<file path="src/verilog/pmicp_pkg.sv">
/*
  Constants, register map and packet states of the serial register port
  of a power-management chip. Assumes a 25 MHz system clock.
*/
`default_nettype none
package pmicp_pkg;

  // Clock and spike window; a change counts after GLITCH_CYC+1 samples
  localparam int CLK_PERIOD_NS = 40;
  localparam int GLITCH_NS     = 50;
  localparam int GLITCH_CYC    = (GLITCH_NS + CLK_PERIOD_NS - 1) / CLK_PERIOD_NS;
  localparam logic [2:0] GLITCH_CNT_MAX = 3'(GLITCH_CYC);
  localparam int SCL_MAX_KHZ   = 1000;

  // Factory address choices
  localparam logic [6:0] ADDR_OPT0 = 7'h25;
  localparam logic [6:0] ADDR_OPT1 = 7'h27;
  localparam logic [6:0] ADDR_OPT2 = 7'h67;
  localparam logic [6:0] ADDR_OPT3 = 7'h6B;
  localparam logic       DIR_READ  = 1'b1;

  // Bit slots inside one byte plus its acknowledge
  localparam logic [3:0] SLOT_FIRST     = 4'h0;
  localparam logic [3:0] SLOT_BYTE_LAST = 4'h7;
  localparam logic [3:0] SLOT_ACK       = 4'h8;
  localparam logic [3:0] SLOT_ACK_END   = 4'h9;

  // Register map
  localparam int         NV_COUNT    = 4;
  localparam logic [7:0] REG_STATUS  = 8'h00;
  localparam logic [7:0] REG_FMASK   = 8'h01;
  localparam logic [7:0] REG_NV_BASE = 8'h02;
  localparam logic [7:0] REG_PORT    = 8'h06;
  localparam logic [7:0] FMASK_RST   = 8'h00;
  localparam logic [7:0] UNMAPPED_RD = 8'h00;

  // Write FIFO shape: index byte over data byte
  localparam int WFIFO_WIDTH = 16;
  localparam int WFIFO_DEPTH = 16;

  // Packet states
  typedef enum logic [2:0]
  {
    ST_IDLE  = 3'b000,
    ST_ADDR  = 3'b001,
    ST_INDEX = 3'b010,
    ST_WDATA = 3'b011,
    ST_RDATA = 3'b100
  } pmicp_state_t;

endpackage
`default_nettype wire

</file>
<file path="src/verilog/pmicp_fifo.sv">
/*
  Small synchronous FIFO with a registered output stage.
  Assumes DEPTH is a power of two and one clock for both sides.
*/
`default_nettype none
module pmicp_fifo #(
  parameter int WIDTH = 16,
  parameter int DEPTH = 16
) (
  // Clock and reset
  input  wire logic             clk_sys,
  input  wire logic             rst,
  // Filling side
  input  wire logic             in_valid,
  output logic                  in_ready,
  input  wire logic [WIDTH-1:0] in_data,
  // Draining side
  output logic                  out_valid,
  input  wire logic             out_ready,
  output logic      [WIDTH-1:0] out_data
);
  localparam int AW = $clog2(DEPTH);
  localparam int CW = $clog2(DEPTH + 1);

  logic [WIDTH-1:0] mem_r [DEPTH];
  logic [AW-1:0]    wp_r;
  logic [AW-1:0]    rp_r;
  logic [CW-1:0]    cnt_r;
  wire              push;
  wire              load;

  // Output stage refills whenever empty or being taken
  assign in_ready = (cnt_r != CW'(DEPTH));
  assign push     = in_valid & in_ready;
  assign load     = (cnt_r != '0) & (~out_valid | out_ready);

  // Storage carries no reset to stay a plain memory
  always_ff @(posedge clk_sys)
  begin
    if (push)
      mem_r[wp_r] <= in_data;
  end

  // Pointers, level and output register
  always_ff @(posedge clk_sys)
  begin
    if (rst)
    begin
      wp_r      <= '0;
      rp_r      <= '0;
      cnt_r     <= '0;
      out_valid <= 1'b0;
      out_data  <= '0;
    end
    else
    begin
      if (push)
        wp_r <= wp_r + 1'b1;
      if (load)
      begin
        rp_r      <= rp_r + 1'b1;
        out_data  <= mem_r[rp_r];
        out_valid <= 1'b1;
      end
      else if (out_ready)
        out_valid <= 1'b0;
      cnt_r <= cnt_r + CW'(push) - CW'(load);
    end
  end
endmodule
`default_nettype wire

</file>
<file path="src/verilog/pmicp_port.sv">
/*
  Serial register slave port: spike filter, packet machine, register
  file and a write FIFO toward the chip core.
  Assumes serial pins are asynchronous and chip state inputs share clk_sys.
*/
`default_nettype none
module pmicp_port (
  // Clock and reset
  input  wire logic                       clk_sys,
  input  wire logic                       rst,
  // Serial pins
  input  wire logic                       scl_in,
  input  wire logic                       sda_in,
  output logic                            sda_out,
  output logic                            sda_oe_n,
  // Chip power states
  input  wire logic                       chip_cold_reset,
  input  wire logic                       deep_low_power_state,
  input  wire logic                       sleep_state,
  input  wire logic                       voltage_fault_retry_state,
  input  wire logic                       thermal_state,
  // Factory straps and defaults
  input  wire logic [1:0]                 factory_configuration_index,
  input  wire logic [pmicp_pkg::NV_COUNT*8-1:0] nv_default_bus,
  // Status and configuration
  input  wire logic [7:0]                 live_status,
  output logic      [7:0]                 fault_out,
  output logic      [pmicp_pkg::NV_COUNT*8-1:0] config_out,
  // Register write stream to the core
  output logic                            reg_wr_valid,
  input  wire logic                       reg_wr_ready,
  output logic      [7:0]                 reg_wr_index,
  output logic      [7:0]                 reg_wr_data
);
  import pmicp_pkg::*;

  // Address lookup for the factory strap
  function automatic logic [6:0] addr_of(input logic [1:0] sel);
    logic [6:0] a;
    a = ADDR_OPT0;
    unique case (sel)
      2'h0: a = ADDR_OPT0;
      2'h1: a = ADDR_OPT1;
      2'h2: a = ADDR_OPT2;
      2'h3: a = ADDR_OPT3;
    endcase
    return a;
  endfunction

  // Line conditioning; index 1 is clock, 0 is data
  wire  [1:0] line_raw;
  wire  [1:0] line_f;
  logic       scl_p_r;
  logic       sda_p_r;

  // Packet machine
  pmicp_state_t state_r, state_nxt;
  logic [3:0] slot_r, slot_nxt;
  logic [7:0] shift_r, shift_nxt;
  logic [7:0] index_r, index_nxt;
  logic [7:0] tx_r, tx_nxt;
  logic       ack_r, ack_nxt;
  logic       mack_r, mack_nxt;
  logic       oe_n_nxt;

  // Registers
  logic [1:0]          fci_r;
  logic [7:0]          mask_r;
  logic [NV_COUNT*8-1:0] nv_r;

  // FIFO wiring
  wire        fifo_in_ready;
  wire [15:0] fifo_out;
  wire        reg_commit;

  assign line_raw = {scl_in, sda_in};

  // Two-stage sync then persistence filter per line
  genvar g;
  generate
    for (g = 0; g < 2; g++)
    begin : g_line
      logic       m_r;
      logic       s_r;
      logic       f_r;
      logic [2:0] c_r;
      always_ff @(posedge clk_sys)
      begin
        if (rst)
        begin
          m_r <= 1'b1;
          s_r <= 1'b1;
          f_r <= 1'b1;
          c_r <= 3'h0;
        end
        else
        begin
          m_r <= line_raw[g];
          s_r <= m_r;
          if (s_r == f_r)
            c_r <= 3'h0;
          else if (c_r == GLITCH_CNT_MAX)
          begin
            f_r <= s_r;
            c_r <= 3'h0;
          end
          else
            c_r <= c_r + 3'h1;
        end
      end
      assign line_f[g] = f_r;
    end
  endgenerate

  // Edge and condition decode; both lines share one delay, so
  // setup and hold relations survive the filter at 1 MHz
  wire scl_f    = line_f[1];
  wire sda_f    = line_f[0];
  wire scl_rise = scl_f & ~scl_p_r;
  wire scl_fall = ~scl_f & scl_p_r;
  wire start_ev = scl_f & scl_p_r & sda_p_r & ~sda_f;
  wire stop_ev  = scl_f & scl_p_r & ~sda_p_r & sda_f;

  always_ff @(posedge clk_sys)
  begin
    if (rst)
    begin
      scl_p_r <= 1'b1;
      sda_p_r <= 1'b1;
    end
    else
    begin
      scl_p_r <= scl_f;
      sda_p_r <= sda_f;
    end
  end

  // Port control decode
  wire       port_dead = chip_cold_reset;
  wire       fsm_clear = port_dead | deep_low_power_state | sleep_state
                         | voltage_fault_retry_state | thermal_state;
  wire [6:0] own_addr  = addr_of(fci_r);
  wire [7:0] rx_byte   = {shift_r[6:0], sda_f};
  wire       addr_hit  = (rx_byte[7:1] == own_addr);
  wire       rd_dir    = (shift_r[0] == DIR_READ);
  wire       wdata_push = (state_r == ST_WDATA) & scl_rise
                          & (slot_r == SLOT_BYTE_LAST) & fifo_in_ready;
  wire       byte_ack  = (state_r == ST_ADDR)  ? addr_hit :
                         (state_r == ST_INDEX) ? 1'b1 :
                         (state_r == ST_WDATA) ? fifo_in_ready : 1'b0;

  // Read multiplexer; status is the live input, not a copy
  wire [7:0] nv_sel_idx = index_r - REG_NV_BASE;
  wire       nv_hit     = (index_r >= REG_NV_BASE)
                          & (nv_sel_idx < 8'(NV_COUNT));
  wire [7:0] port_stat  = {5'h00, state_r};
  wire [7:0] rd_byte    = (index_r == REG_STATUS) ? live_status :
                          (index_r == REG_FMASK)  ? mask_r :
                          (index_r == REG_PORT)   ? port_stat :
                          nv_hit ? nv_r[nv_sel_idx[1:0]*8 +: 8] : UNMAPPED_RD;

  // Packet sequencing; nothing here counts idle time, so a stalled
  // packet waits for start, stop or a state clear
  always_comb
  begin
    state_nxt = state_r;
    slot_nxt  = slot_r;
    shift_nxt = shift_r;
    index_nxt = index_r;
    tx_nxt    = tx_r;
    ack_nxt   = ack_r;
    mack_nxt  = mack_r;
    oe_n_nxt  = sda_oe_n;
    if (fsm_clear)
    begin
      state_nxt = ST_IDLE;
      slot_nxt  = SLOT_FIRST;
      oe_n_nxt  = 1'b1;
    end
    else if (start_ev)
    begin
      state_nxt = ST_ADDR;
      slot_nxt  = SLOT_FIRST;
      oe_n_nxt  = 1'b1;
    end
    else if (stop_ev)
    begin
      state_nxt = ST_IDLE;
      slot_nxt  = SLOT_FIRST;
      oe_n_nxt  = 1'b1;
    end
    else if (state_r != ST_IDLE)
    begin
      if (scl_rise)
      begin
        slot_nxt = slot_r + 4'h1;
        if (slot_r < SLOT_ACK)
          shift_nxt = rx_byte;
        if (slot_r == SLOT_BYTE_LAST)
          ack_nxt = byte_ack;
        if (slot_r == SLOT_ACK)
          mack_nxt = ~sda_f;
      end
      else if (scl_fall)
      begin
        if (slot_r == SLOT_ACK)
        begin
          // Host owns the line for its own acknowledge on reads
          oe_n_nxt = (state_r == ST_RDATA) ? 1'b1 : ~ack_r;
          if (state_r == ST_RDATA)
            index_nxt = index_r + 8'h01;
        end
        else if (slot_r == SLOT_ACK_END)
        begin
          slot_nxt = SLOT_FIRST;
          oe_n_nxt = 1'b1;
          unique case (state_r)
            ST_ADDR:
            begin
              if (!ack_r)
                state_nxt = ST_IDLE;
              else if (rd_dir)
              begin
                state_nxt = ST_RDATA;
                tx_nxt    = rd_byte;
                oe_n_nxt  = rd_byte[7];
              end
              else
                state_nxt = ST_INDEX;
            end
            ST_INDEX:
            begin
              index_nxt = shift_r;
              state_nxt = ST_WDATA;
            end
            ST_WDATA:
            begin
              if (ack_r)
                index_nxt = index_r + 8'h01;
              else
                state_nxt = ST_IDLE;
            end
            ST_RDATA:
            begin
              if (mack_r)
              begin
                tx_nxt   = rd_byte;
                oe_n_nxt = rd_byte[7];
              end
              else
                state_nxt = ST_IDLE;
            end
            default: state_nxt = ST_IDLE;
          endcase
        end
        else if (state_r == ST_RDATA)
        begin
          oe_n_nxt = tx_r[6];
          tx_nxt   = {tx_r[6:0], 1'b0};
        end
      end
    end
  end

  // Packet state registers
  always_ff @(posedge clk_sys)
  begin
    if (rst)
    begin
      state_r  <= ST_IDLE;
      slot_r   <= SLOT_FIRST;
      shift_r  <= 8'h00;
      index_r  <= 8'h00;
      tx_r     <= 8'h00;
      ack_r    <= 1'b0;
      mack_r   <= 1'b0;
      sda_oe_n <= 1'b1;
    end
    else
    begin
      state_r  <= state_nxt;
      slot_r   <= slot_nxt;
      shift_r  <= shift_nxt;
      index_r  <= index_nxt;
      tx_r     <= tx_nxt;
      ack_r    <= ack_nxt;
      mack_r   <= mack_nxt;
      sda_oe_n <= oe_n_nxt;
    end
  end

  // Open-drain: the driven level is always low
  always_ff @(posedge clk_sys)
  begin
    sda_out <= 1'b0;
  end

  // Written bytes queue here so a slow core can stall the host by NACK
  pmicp_fifo #(
    .WIDTH (WFIFO_WIDTH),
    .DEPTH (WFIFO_DEPTH)
  ) u_wfifo (
    .clk_sys   (clk_sys),
    .rst       (rst | port_dead),
    .in_valid  (wdata_push),
    .in_ready  (fifo_in_ready),
    .in_data   ({index_r, rx_byte}),
    .out_valid (reg_wr_valid),
    .out_ready (reg_wr_ready),
    .out_data  (fifo_out)
  );

  assign reg_wr_index = fifo_out[15:8];
  assign reg_wr_data  = fifo_out[7:0];
  assign reg_commit   = reg_wr_valid & reg_wr_ready;

  // Strap capture and volatile mask; status index has no write path
  always_ff @(posedge clk_sys)
  begin
    if (rst | port_dead)
    begin
      fci_r  <= factory_configuration_index;
      mask_r <= FMASK_RST;
    end
    else if (reg_commit & (reg_wr_index == REG_FMASK))
      mask_r <= reg_wr_data;
  end

  // Non-volatile registers reload the factory image on cold reset
  generate
    for (g = 0; g < NV_COUNT; g++)
    begin : g_nv
      wire hit = reg_commit & (reg_wr_index == REG_NV_BASE + 8'(g));
      always_ff @(posedge clk_sys)
      begin
        if (rst | port_dead)
          nv_r[g*8 +: 8] <= nv_default_bus[g*8 +: 8];
        else if (hit)
          nv_r[g*8 +: 8] <= reg_wr_data;
      end
    end
  endgenerate

  assign config_out = nv_r;

  // Dedicated fault outputs follow live status through the mask
  always_ff @(posedge clk_sys)
  begin
    if (rst)
      fault_out <= 8'h00;
    else
      fault_out <= live_status & ~mask_r;
  end
endmodule
`default_nettype wire

</file>
<file path="config.mk">
export PLATFORM = sky130hd
export DESIGN_NAME = pmicp_port
export DESIGN_NICKNAME = d
export VERILOG_FILES = /design/src/verilog/pmicp_pkg.sv /design/src/verilog/pmicp_fifo.sv /design/src/verilog/pmicp_port.sv
export SDC_FILE = /design/constraint.sdc
export NUM_CORES = 1
export LEC_CHECK = 0
export ABC_CLOCK_PERIOD_IN_PS = 3300
export BUFFER_PORTS_ARGS = -buffer_cell sky130_fd_sc_hd__buf_2
export CAP_MARGIN = 20
export CORE_MARGIN = 2
export CORE_UTILIZATION = 54
export DETAILED_ROUTE_END_ITERATION = 10
export PLACE_DENSITY = 0.72
export SYNTH_ARGS = -nofsm -noshare
export SYNTH_HDL_FRONTEND = slang
export SYNTH_SLANG_ARGS = --single-unit
</file>
<file path="constraint.sdc">
create_clock -name clk_sys -period 3.3 [get_ports clk_sys]
set_clock_uncertainty 0.2 [all_clocks]
set_input_delay 0.165 -clock clk_sys [delete_from_list [all_inputs] [get_ports clk_sys]]
set_output_delay 0.165 -clock clk_sys [all_outputs]
set_load 0.02 [all_outputs]
</file>
# [Word-level counts from Yosys, hierarchy flattened]
# Memory sizes are Yosys's and may differ from the RTL's. A register that Yosys moved wholly into a read port is not among the register bits.
# Index checks and enable logic that the tools add are counted.
[word_totals] register_bits=111 ramBits=256 in_bits=52 out_inout_bits=59 wordCells=208 mem_count=1
[op_classes] add_sub_neg=9 n_lt_le_gt_ge=3 n_eq_ne=35 shift=1 n_mux=55 n_bitwise=40 n_reduce_logical=34
[mem_list] memory="u_wfifo.mem_r" words=16 word_bits=16 read_ports=1 rd_ports_with_merged_regs=1 wr=1 line_no="pmicp_fifo.sv:25" text="logic [WIDTH-1:0] mem_r [DEPTH];"
[ops] operator="2-to-1 mux 8 bit" count=16
[ops] operator="2-to-1 mux 7 bit" count=5
[ops] operator="indexed part select 32 x 6 -> 8 bit" count=1
[ops] operator="case mux 7 bit (4 select lines)" count=1
[ops] operator="== test 8 x 3 -> 1 bit (second input constant)" count=3
[ops] operator="2-to-1 mux 1 bit" count=21
[ops] operator="nonzero test 2 bit" count=10
[ops] operator="AND 1 bit" count=19
[ops] operator="AND reduction 6 bit" count=3
[ops] operator="nonzero test 3 bit" count=6
[ops] operator="== test 8 x 1 -> 1 bit (second input constant)" count=2
[ops] operator="== test 8 x 2 -> 1 bit (second input constant)" count=2
[ops] operator="2-to-1 mux 4 bit" count=4
[ops] operator="case mux 8 bit (2 select lines)" count=1
[ops] operator="case mux 7 bit (2 select lines)" count=1
[ops] operator="AND reduction 7 bit" count=2
[ops] operator="inverter 1 bit" count=13
[ops] operator="adder 4 x 1 -> 4 bit (second input constant)" count=3
[ops] operator="== test 3 x 2 -> 1 bit (second input constant)" count=4
[ops] operator="2-to-1 mux 3 bit" count=4
[ops] operator="!= test 3 bit (second input constant)" count=4
[ops] operator="case mux 3 bit (4 select lines)" count=1
[ops] operator="AND reduction 12 bit" count=1
[ops] operator="AND reduction 10 bit" count=1
[ops] operator="34 further kinds" count=49

# [Longest topological paths before layout]
[depth] depth_word=12 depth_mapped=15 ltp_nobuf=14

# [Hierarchy]
# Synthesis repeated with hierarchy kept, for this count alone.
[unflattened] cells_unflattened=1065 hier_area_um2=16154.2
[by_module_without_submodules] mod="pmicp_fifo" n_inst=1 cells_per_inst=534 area_each_um2=11113.2 seq_area_each_um2=8287.9
[by_module_without_submodules] mod="pmicp_port" n_inst=1 cells_per_inst=531 area_each_um2=5041.1 seq_area_each_um2=2282.2

# [Worst setup path before layout]
# Ideal clock, no wire load.
[synth_timing] path_type="register -> register" start="register g_line[1].f_r" end="memory u_wfifo.mem_r[3][0] (enable)" setup_time_ns=0.409 arrival_ns=2.639 required_ns=2.691 setup_slack_ns=0.051 stages_incl_launch_ff=7 path_buffers=1 synth_period_minus_slack_ns=3.249 path_cell_list="dfxtp_1 ha_1 buf_2 nand4b_1 a311oi_2 nand2_1 nor3_1"
[synth_between] elab_chain_cells=7
[synth_lines] element="from (decl)" line_no="pmicp_port.sv:85" text="logic f_r;"
[synth_lines] element="from (signal assigned)" line_no="pmicp_port.sv:104" text="f_r <= s_r;"
[synth_lines] element="AND 1 bit" line_no="pmicp_port.sv:119" text="wire scl_rise = scl_f & ~scl_p_r;"
[synth_lines] element="AND 1 bit" line_no="pmicp_port.sv:146" text="wire wdata_push = (state_r == ST_WDATA) & scl_rise"
[synth_lines] element="AND 1 bit (2 in series)" line_no="pmicp_port.sv:147" text="& (slot_r == SLOT_BYTE_LAST) & fifo_in_ready;"
[synth_lines] element="AND 1 bit" line_no="pmicp_fifo.sv:34" text="assign push = in_valid & in_ready;"
[synth_lines] element="named net u_wfifo.push" line_no="pmicp_fifo.sv:29" text="wire push;"
[synth_lines] element="2-to-1 mux 1 bit" line_no="pmicp_fifo.sv:40" text="if (push)"
[synth_lines] element="2-to-1 mux 1 bit (not written as such)" line_no="pmicp_fifo.sv:41" text="mem_r[wp_r] <= in_data;"
[synth_lines] element="to (decl)" line_no="pmicp_fifo.sv:25"
# The timed path passes the listed nets, and every way through them passes these cells.

# [Final worst setup path]
[layout_timing] start="input voltage_fault_retry_state" end="register index_r[2]"
[layout_between] elab_chain_cells=4
[layout_lines] element="from (decl)" line_no="pmicp_port.sv:20" text="input wire logic voltage_fault_retry_state,"
[layout_lines] element="bitwise OR 1 bit (2 in series)" line_no="pmicp_port.sv:141" text="| voltage_fault_retry_state | thermal_state;"
[layout_lines] element="inverter 1 bit (no line)"
[layout_lines] element="AND reduction 10 bit (no line)"
[layout_lines] element="to (signal assigned)" line_no="pmicp_port.sv:284" text="index_r <= index_nxt;"
[layout_lines] element="to (decl)" line_no="pmicp_port.sv:60" text="logic [7:0] index_r, index_nxt;"
# No other way between the ends.
# A chain may end at the register's enable or synchronous reset.

==> impl_metrics.json <==
{
  "netlist.area_leader.share": 0.546,
  "cts_resized": 0,
  "seqPwrFrac": 0.490,
  "cp-start-kind": "primary input",
  "die-area_um2": 30900,
  "critical_path_arrival_ns": 3.28,
  "avgSynthCellArea_um2": 14.6,
  "grt_setup_unrepaired": "no",
  "drtIter0Drc": 991,
  "portBuffers": 109,
  "cts-buffers-inserted": 39,
  "start_util": 0.552,
  "nets": 1371,
  "seq_area_frac_synth": 0.663,
  "fmax_ghz": 0.325,
  "final_util": 0.655,
  "vias": 10178,
  "synth.largest_area_cell": "edfxtp_1",
  "fin_setup_tns_ns": 0,
  "grt_pass1_vias": 10138,
  "power_frac_clock": 0.370,
  "root_buffer": "clkbuf_16",
  "synth_edf_count": 290,
  "period_share": 0.933,
  "die_x_um": 176,
  "syn_inst": 1088,
  "hold_buffers": 51,
  "drive_above_1_share": 0.241,
  "via_per_inst": 5.97,
  "synth_area_um2": 15900,
  "synth_flop_cell": "edfxtp_1",
  "gp_congestion": 0.917,
  "switchingPower_uw": 2840,
  "detail_route.wirelength_um": 39100,
  "critPathCaptureType": "register",
  "cts.sinks": 383,
  "maxSlewViolCount": 0,
  "fin_ws_ns": 0.222,
  "cts_tree": "yes",
  "synth_area_leaders": "edfxtp_1 (55%), dfxtp_1 (12%), mux4_2 (9.9%)",
  "async_flop_share": 0,
  "combPwrFrac": 0.139,
  "antennaDiodeCount": 0,
  "pre_cts_ws_ns": 0.479,
  "relSlewSlack": 0.415,
  "yosys_warnings": 0,
  "drv_cap": 0,
  "cellPowerDensity_nw_per_um2": 591,
  "p_sw_frac": 0.254,
  "area_delta_synth_final_pct": 18.5,
  "fin_crit_ns": 3.08,
  "cp.required_ns": 3.51,
  "synth_seq_cells": 383,
  "post-dp-hpwl_um": 24500,
  "grt_use_met1": 0.341,
  "post_cts_buffers": 0,
  "clk_pin_slew_ns": 0.06,
  "grtUsageMet3": 0.0416,
  "htree_levels": 2,
  "synthesis.nets": 1168,
  "grt_pass1_wl_um": 58600,
  "clk_latency_ns": 0.53,
  "grt-busiest-layer": "met2",
  "grt_max_degree": 44,
  "ys_types": 75,
  "drc": 0,
  "wire_per_inst_um": 22.9,
  "worstSetupPathType": "primary input to register",
  "globalRouteOverflowTotal": 0,
  "min_path_type": "primary input to register",
  "hold_viol": 0,
  "finalSetupViolations": 0,
  "antenna_found_initial": 0,
  "coreArea_um2": 28900,
  "grt_use_total": 0.252,
  "cts_buffer_depth": 3,
  "crit_fanout": 17,
  "vdd_drop_max_mv": 0.383,
  "worst_slew_pin_slew_ns": 0.876,
  "drtPass1Iterations": 5,
  "leakage_uw": 0.00653,
  "status": "complete, no violations",
  "boundaryPins": 111,
  "ant_nets": 0,
  "gr-usage-met2": 0.422,
  "power.internal_uw": 8330,
  "fp.dieH_um": 176,
  "rows": 62
}
==> flip-flops by register name, summed over array words and instances, names as in the netlist, 3 cells and up <==
signal,cells
config_out,32
fault_out,8
g_line.c_r,6
index_r,8
mask_r,8
shift_r,8
slot_r,4
state_r,3
tx_r,7
u_wfifo.cnt_r,5
u_wfifo.mem_r,256
u_wfifo.out_data,16
u_wfifo.rp_r,4
u_wfifo.wp_r,4
==> cell families after synthesis <==
group	count (synthesis)	share of synthesized area
buf+inv	82	0.0238
other cells	1	0.000235
mux	95	0.115
flops	383	0.663
xor+xnor	12	0.00659
simple gates	328	0.102
compound gates	159	0.0670
fa+ha+maj	28	0.0225
==> cell type report <==
cell class                      instances  area, um^2
Clock inverter                         12         120
Multi-Input combinational cell        623        5010
Sequential cell                       383       10600
Clock buffer                           60        1080
Fill cell                            2014        9960
Timing Repair Buffer                  219        1540
Tap cell                              384         480
Inverter                               25        93.8
==> stage by stage <==
step | total power (uW) | hold WS (ns) | std cells | instance area [um^2]
2_1_floorplan | 6580 | 0.0639 | 1088 | 15900
3_3_place_gp | 7060 | 0.150 | 1583 | 17200
3_5_place_dp | 7070 | 0.157 | 1583 | 17200
4_1_cts | 11200 | 0.145 | 1706 | 18900
5_1_grt | 11600 | 0.160 | 1706 | 18900
6_report | 11200 | 0.155 | 1706 | 18900
==> synthesized netlist by cell type, types with 3 or more instances <==
cell type	instances
clkbuf_1	34
nand2_1	125
nor3_1	10
nand4_1	3
xor2_1	6
buf_1	3
a21o_1	3
o22ai_1	16
or2_2	7
a22oi_1	16
nand2b_1	12
o21ai_0	29
buf_2	12
nand4b_1	3
mux2i_1	24
nor3b_1	12
dfxtp_1	93
a31oi_1	6
and3_1	3
inv_1	24
a21oi_1	29
nor4_1	5
nor2_1	78
nor2b_1	16
a32oi_1	4
a211oi_1	18
xnor2_1	6
edfxtp_1	290
mux4_2	70
nand3_1	12
clkbuf_8	4
or3_1	4
o32ai_1	8
o31ai_1	13
or2b_2	3
ha_1	27
and2_1	17
==> critical path, stage by stage <==
cell	delay (ns)
dlygate4sd3_1	0.55
buf_2	0.14
or4_4	0.48
dlygate4sd3_1	0.59
a211o_4	0.36
nor3_4	0.56
o21ai_0	0.19
a22oi_1	0.18
nor2_1	0.06
==> final timing paths <==
| path | startpoint | to | slack [ns] | cells past startpoint |
|---|---|---|---|---|
| hold / removal | sda_in | g_line[0].m_r$_SDFF_PP1_ | 0.15 | 3 |
| setup / recovery | voltage_fault_retry_state | index_r[2]$_SDFFE_PP0P_ | 0.22 | 9 |
| hold reg to reg | g_line[1].m_r$_SDFF_PP1_ | g_line[1].s_r$_SDFF_PP1_ | 0.21 | 1 |
| setup reg to reg | u_wfifo.cnt_r[2]$_SDFF_PN0_ | u_wfifo.cnt_r[4]$_SDFF_PN0_ | 0.44 | 14 |
==> power by group through the flow <==
stage / combinational (uW) / clock (uW) / sequential [uW]
2_1_floorplan: 978 / 0 / 5600
3_3_place_gp: 1480 / 0 / 5580
3_5_place_dp: 1490 / 0 / 5580
4_1_cts: 1540 / 4190 / 5480
5_1_grt: 1690 / 4390 / 5500
6_report: 1550 / 4140 / 5480
==> cell usage in the layout, fill, tap and decap left out, drive strengths merged, types with 4 or more instances in the layout <==
master and n:
edfxtp 290, dfxtp 93, clkinv 10, nor2 79, a31oi 6, or3 5
nor2b 16, a22oi 16, buf 168, nand2b 12, dlygate4sd3 51, a32oi 4
and2 17, a21oi 29, mux4 70, mux2i 24, nor3b 12, o21ai 30
o22ai 16, ha 27, nor4 6, nand3 12, clkbuf 60, nand2 125
o31ai 13, xnor2 6, nor3 12, inv 26, o32ai 8, or2 7
xor2 6, a211oi 19
==> per-layer routing <==
layer / vias up / share of wire
met5: - / 0
met4: 0 / 0.028
met3: 71 / 0.081
met2: 478 / 0.48
met1: 5073 / 0.41
li1: 4556 / -
Power figures use the tool's default switching activity.
